`src/pkg/ulsf_pkg.sv`:
```
// Package for the receive line status flags block: bit positions, reset values, carrier types.
// Assumes a single 100 MHz core clock domain.
package ulsf_pkg;
  localparam int ULSF_DATA_W = 8;
  localparam int ULSF_FIFO_DEPTH = 128;
  localparam int ULSF_BIT_DR = 0;
  localparam int ULSF_BIT_OE = 1;
  localparam int ULSF_BIT_PE = 2;
  localparam int ULSF_BIT_FE = 3;
  localparam int ULSF_BIT_BI = 4;
  localparam int ULSF_BIT_FERR = 7;
  localparam logic [7:0] ULSF_LINE_STATUS_RST = 8'h00;

  // One received character as it leaves the receive shift register.
  typedef struct packed {
    logic [7:0] data;
    logic framing_err;
    logic parity_err;
    logic break_ind;
  } ulsf_char_t;
endpackage : ulsf_pkg

```
`src/design/ulsf_rx_status.sv`:
```
// Receive FIFO or holding register with per-character error flags and the line status byte.
// Assumes the receiver shift logic and host bus logic run on core_clk.
`timescale 1ns/1ps
module ulsf_rx_status
  import ulsf_pkg::*;
#(
  parameter int DEPTH = ULSF_FIFO_DEPTH
) (
  // Clock and reset.
  input wire logic core_clk,
  input wire logic rst_n,
  // Configuration.
  input wire logic fifo_enable,
  // Receiver side.
  input wire logic rx_char_valid,
  input wire ulsf_char_t rx_char,
  // Host side.
  input wire logic rbr_read,
  input wire logic status_read,
  output logic [7:0] rx_data,
  output logic [7:0] line_status,
  output logic [$clog2(DEPTH+1)-1:0] rx_level
);
  localparam int AW = $clog2(DEPTH);
  localparam int CW = $clog2(DEPTH + 1);

  // Refuse depths that the wrapping pointers cannot serve, and any character width but 8.
  if (DEPTH < 2) begin : g_depth_min
    $error("DEPTH must be at least 2");
  end
  if ((1 << AW) != DEPTH) begin : g_depth_pow2
    $error("DEPTH must be a power of two");
  end
  if (ULSF_DATA_W != 8) begin : g_data_w
    $error("Character width must be 8 bits");
  end

  // All state but the character storage: pointers, fill level, error count, overrun flag and the shift register copy.
  typedef struct packed {
    logic [AW-1:0] rd_ptr;
    logic [AW-1:0] wr_ptr;
    logic [CW-1:0] count;
    logic [CW-1:0] err_count;
    logic overrun;
    ulsf_char_t shift_hold;
  } ulsf_state_t;

  ulsf_state_t st_r;
  ulsf_state_t st_nxt;

  // Character storage; one entry serves as the holding register when the FIFO is off.
  ulsf_char_t mem [DEPTH];

  // True when a character carries a parity, framing or break error.
  function automatic logic char_bad(
    input ulsf_char_t c
  );
    char_bad = c.framing_err | c.parity_err | c.break_ind;
  endfunction : char_bad

  // Moves a pointer on by one when enabled; the power of two depth makes it wrap by itself.
  function automatic logic [AW-1:0] ptr_step(
    input logic [AW-1:0] p,
    input logic en
  );
    if (en) begin
      ptr_step = p + AW'(1);
    end else begin
      ptr_step = p;
    end
  endfunction : ptr_step

  // Moves a counter up and down by one each; both together leave it unchanged.
  function automatic logic [CW-1:0] count_step(
    input logic [CW-1:0] c,
    input logic up,
    input logic down
  );
    logic [CW-1:0] r;
    r = c;
    if (up) begin
      r = r + CW'(1);
    end
    if (down) begin
      r = r - CW'(1);
    end
    count_step = r;
  endfunction : count_step

  // Assembles the status byte from the head character and the held flags.
  function automatic logic [7:0] status_byte(
    input ulsf_char_t h,
    input logic held,
    input logic ovr,
    input logic ferr
  );
    logic [7:0] s;
    s = ULSF_LINE_STATUS_RST;
    s[ULSF_BIT_DR] = held;
    s[ULSF_BIT_OE] = ovr;
    if (held) begin
      s[ULSF_BIT_PE] = h.parity_err;
      s[ULSF_BIT_FE] = h.framing_err;
      s[ULSF_BIT_BI] = h.break_ind;
    end
    s[ULSF_BIT_FERR] = ferr;
    status_byte = s;
  endfunction : status_byte

  logic [CW-1:0] cap;
  logic full;
  logic have;
  logic push;
  logic pop;
  logic lost;
  logic bad_in;
  logic bad_out;
  logic fifo_err;
  ulsf_char_t head;

  // Room is the whole FIFO in FIFO mode and a single holding register otherwise.
  always_comb begin
    if (fifo_enable) begin
      cap = CW'(DEPTH);
    end else begin
      cap = CW'(1);
    end
  end

  // Occupancy flags from the registered fill level.
  always_comb begin
    full = (st_r.count >= cap);
    have = (st_r.count != '0);
  end

  // A character is stored only while there is room; otherwise it is lost to overrun.
  always_comb begin
    push = rx_char_valid && !full;
    lost = rx_char_valid && full;
    pop = rbr_read && have;
  end

  // The head entry is the oldest character still held.
  always_comb begin
    head = mem[st_r.rd_ptr];
    bad_in = push && char_bad(rx_char);
    bad_out = pop && char_bad(head);
  end

  // Storage write port; the stored characters are never touched on overrun.
  always_ff @(posedge core_clk) begin
    if (push) begin
      mem[st_r.wr_ptr] <= rx_char;
    end
  end

  // Next state.
  always_comb begin
    st_nxt = st_r;

    // Pointers and fill level.
    st_nxt.wr_ptr = ptr_step(st_r.wr_ptr, push);
    st_nxt.rd_ptr = ptr_step(st_r.rd_ptr, pop);
    st_nxt.count = count_step(st_r.count, push, pop);

    // Number of stored characters that carry an error.
    st_nxt.err_count = count_step(st_r.err_count, bad_in, bad_out);

    // Overrun: a new event wins over a clear by a status read in the same cycle.
    if (lost) begin
      st_nxt.shift_hold = rx_char;
    end
    if (status_read) begin
      st_nxt.overrun = 1'b0;
    end
    if (lost) begin
      st_nxt.overrun = 1'b1;
    end

    // Keep the holding register aligned when the FIFO is off and empty and no overrun is pending.
    if (!fifo_enable && !st_r.overrun && !have && st_r.rd_ptr != st_r.wr_ptr) begin
      st_nxt.rd_ptr = st_r.wr_ptr;
    end
  end

  // State register; reset clears every flag and empties the storage.
  always_ff @(posedge core_clk or negedge rst_n) begin
    if (!rst_n) begin
      st_r <= '0;
    end else begin
      st_r <= st_nxt;
    end
  end

  // The summary error flag only has meaning in FIFO mode.
  always_comb begin
    fifo_err = fifo_enable && (st_r.err_count != '0);
  end

  // Head character data, zero while nothing is held.
  always_comb begin
    if (have) begin
      rx_data = head.data;
    end else begin
      rx_data = 8'h00;
    end
  end

  // Fill level straight from the counter.
  always_comb begin
    rx_level = st_r.count;
  end

  // Line status byte; bits 5 and 6 belong to the transmitter and read 0 here.
  always_comb begin
    line_status = status_byte(head, have, st_r.overrun, fifo_err);
  end
endmodule : ulsf_rx_status

```
`config.mk`:
```
export PLATFORM = sky130hd
export DESIGN_NAME = ulsf_rx_status
export DESIGN_NICKNAME = d
export VERILOG_FILES = /design/src/pkg/ulsf_pkg.sv /design/src/design/ulsf_rx_status.sv
export SDC_FILE = /design/constraint.sdc
export NUM_CORES = 2
export LEC_CHECK = 0
export BUFFER_PORTS_ARGS = -buffer_cell sky130_fd_sc_hd__buf_2
export CAP_MARGIN = 20
export CORE_ASPECT_RATIO = 0.8
export CORE_MARGIN = 8
export CORE_UTILIZATION = 30
export CTS_CLUSTER_DIAMETER = 50
export DETAILED_ROUTE_END_ITERATION = 7
export PLACE_DENSITY = 0.43
export SETUP_SLACK_MARGIN = 0.15
export SLEW_MARGIN = 40
export SYNTH_ARGS = -nofsm -noshare
export SYNTH_HDL_FRONTEND = slang
export SYNTH_SLANG_ARGS = --single-unit
```
`constraint.sdc`:
```
create_clock -name core_clk -period 3.6 [get_ports core_clk]
set_input_delay 0.18 -clock core_clk [delete_from_list [all_inputs] [get_ports core_clk]]
set_output_delay 0.18 -clock core_clk [all_outputs]
set_load 0.01 [all_outputs]
```
==> reports/qor.txt <==
outcome: complete, but fails checks
violated checks: negative setup slack
number of buffers added on ports: 38
Pre-antenna DRT Iters: 5
library cell occupying the most area in the post-synthesis netlist: edfxtp_1
required time at the worst-slack endpoint: 3420 ps
mapped cell area: 56400 µm²
starting utilization of the core area: 30.2%
vertical extent of the die: 404 µm
mean instance size in the synthesized netlist: 22.4 µm²
TritonCTS clock tree: done
Max Cap Violations: 0
Routed Wire Length: 159 mm
clock period minus worst slack: 4050 ps
layout cells sized above 1: 35.9%
DR vias/cell: 4.95
count of nets after finishing: 2946
Hold Violations, Final: 0
power per unit of standard cell area: 770 nW/µm²
area share of the largest cell type after synthesis: 75.0%
total setup violations reported at the end of the flow: 12
detailed router's first-iteration violation count: 2837
Async SR Flop Fraction: 2.15%
Skew-Pair Late Insertion Delay: 770 ps
number of warning messages in the yosys log: 0
area of the core region: 187000 µm²
floorplan die area: 202000 µm²
predominant post-synthesis flop cell: edfxtp_1
arrival time worst endpoint: 3870 ps
RD Place Congestion: 0.820
critical path fanouts, max: 15
footprint of the multi-input gates: 12800 µm²
final hold slack: 90.2 ps
Worst Setup Start Kind: flop
width of the chip: 501 µm
sequential-to-total area share from yosys stat: 76.4%
Rel. slew slack: 45.6%
DRC violation count after routing: 0
buffers from clock root to sink, at most: 3
cells taking the most area after synthesis: edfxtp_1, mux4_2, dfrtp_1
peak ir drop on the vdd network: 0.479 mV
Cell Rows: 142
worst clock skew: 27.0 ps
sum of net half-perimeters after detailed placement: 100 mm
clock sink count: 1439
RSZ-0062 raised after global routing: true
Static Leak: 21.5 nW
count of antenna-violating nets left after detailed routing: 0
maximum number of pins on one net before global-route repair: 98
area growth from synthesis to final layout: 20.5%
number of H-tree branching levels: 4
number of buffers inserted during clock tree synthesis: 151
clock transition at the registers of the reported paths: 60 ps
via count: 27500
R2R setup slack: -50 ps
final critical-path share of the clock period: 112%
number of distinct library cells after synthesis: 56
Synth top cells by count: edfxtp_1, mux4_2, nor2_1, nand2_1, clkbuf_1
number of flip-flops and latches in the synthesized netlist: 1439
Setup crit end kind: output pin
most numerous cell in the Yosys netlist: edfxtp_1
Pins Over Slew Limit: 0
class of the most critical setup path: flop to output pin
number of antenna violations at the first check in global routing: 12
least setup slack across all paths after layout: -447 ps
combined flip-flop and latch cell area: 43100 µm²
Root Buffer: clkbuf_16
number of synthesized flops with an enable pin: 1408
I/O pin cnt: 41
filler cell count in the final layout: 17100
Total Negative Setup Slacks: -4320 ps
number of cells produced by synthesis: 2517
wire length of the first global-routing pass: 223 mm
routed wirelength normalized by instance count: 28.6 µm
worst min path class: input port to flop
number of global-route vias before repair: 28400
Fmax: 247 MHz
Slew @ Worst Pin: 816 ps
remaining global-route overflow: 0
post-place setup slack: -261 ps
global routing usage summed across all routing layers: 15.5%
-- cell families (layout without fill, tap and decap cells) --
logic type | count (synthesis) | count (layout) | share of synthesized area [%]
and+or+nand+nor | 313 | 313 | 2.45
adders and majority gates | 10 | 10 | 0.222
other | 1 | 6 | 0.00665
xor gates and xnor gates | 40 | 40 | 0.622
buffers and inverters | 163 | 675 | 1.42
DFF | 1439 | 1439 | 76.4
AOI/OAI and AO/OA | 81 | 81 | 0.972
muxes | 470 | 470 | 17.9
-- cell usage in the layout, fill, tap and decap left out, types with 6 or more instances in the layout --
cell and count:
clkbuf_16 162, buf_6 15, nor2b_1 11, buf_16 19, inv_1 12, dfrtp_1 27, buf_4 274, nand2_1 49
dlygate4sd3_1 14, a21oi_2 6, ha_1 10, buf_12 38, nand4_1 9, a22oi_1 11, nand3_1 20, nor3_1 8
bufinv_16 7, xnor2_1 23, mux2i_1 27, clkbuf_1 31, nor2_1 157, nor3_2 6, a21oi_1 17, buf_2 23
xor2_1 14, nand2_2 12, clkinv_2 22, clkinv_1 29, edfxtp_1 1408, mux4_2 431, inv_6 6
-- layer usage --
metal | wire length, µm | up-vias | share of wire, % | GRT usage (%)
li1 | - | 11400 | - | -
met1 | 75000 | 15100 | 47 | 23.1
met2 | 68900 | 783 | 43 | 22.5
met3 | 11200 | 187 | 7.1 | 3.88
met4 | 3630 | 0 | 2.3 | 4.14
met5 | 0 | - | 0 | 0
-- worst max-delay path: stages, from the launching register on --
cell and delay (ps):
dfrtp_4 460, buf_16 190, buf_16 180, buf_12 130, mux4_2 510, mux4_2 610, mux4_2 560, nand2_4 130
a21oi_1 100, buf_2 180
-- repair_timing --
action | CTS | global route
gates cloned | 9 | 3
hold buffers | 13 | 1
pin swaps | 6 | 13
setup buffers | 29 | 28
setup endpoints to repair | 19 | 19
hold endpoints to repair | 362 | 31
resized for setup | 67 | 51
-- stage by stage --
stage / power (mW) / utilization, % / instance area, µm² / std cells
2_1_floorplan: 28.7 / - / 56400 / 2518
3_3_place_gp: 35.7 / 33.0 / 61600 / 5201
3_5_place_dp: 35.7 / 33.0 / 61600 / 5201
4_1_cts: 52.1 / 36.0 / 67300 / 5516
5_1_grt: 54.3 / 36.3 / 67900 / 5552
6_report: 52.3 / 36.3 / 67900 / 5554
-- layout make-up --
cell class / count / area share, %
clock inverter: 74 / 0.901
inverter: 15 / 0.0866
multi-input combinational: 916 / 18.9
sequential: 1439 / 63.4
timing repair buffer: 396 / 5.98
clock buffer: 190 / 6.03
tap: 2520 / 4.64
antenna: 4 / 0.0147
-- sequential cells by signal, indices dropped and copies added (netlist names) --
signal       cells
mem           1408
line_status      1
st_r            22
rx_level         8
-- power by group --
group	leakage (nW)	internal [mW]	switching, mW
sequential	13.0	18.7	0.452
clock	2.30	8.56	6.46
combinational	6.17	8.71	9.40
-- worst paths after layout --
path / from / cells past startpoint / to
max: st_r[35] / 9 / rx_data[2]
min: rx_char[2] / 2 / mem[3][2]
max reg2reg: st_r[35] / 14 / st_r[19]
min reg2reg: rx_level[7] / 1 / rx_level[7]
max in group asynchronous: rst_n / 3 / st_r[35]
min in group asynchronous: rst_n / 3 / line_status[1]
No activity file was read; power rests on OpenSTA's default activity.
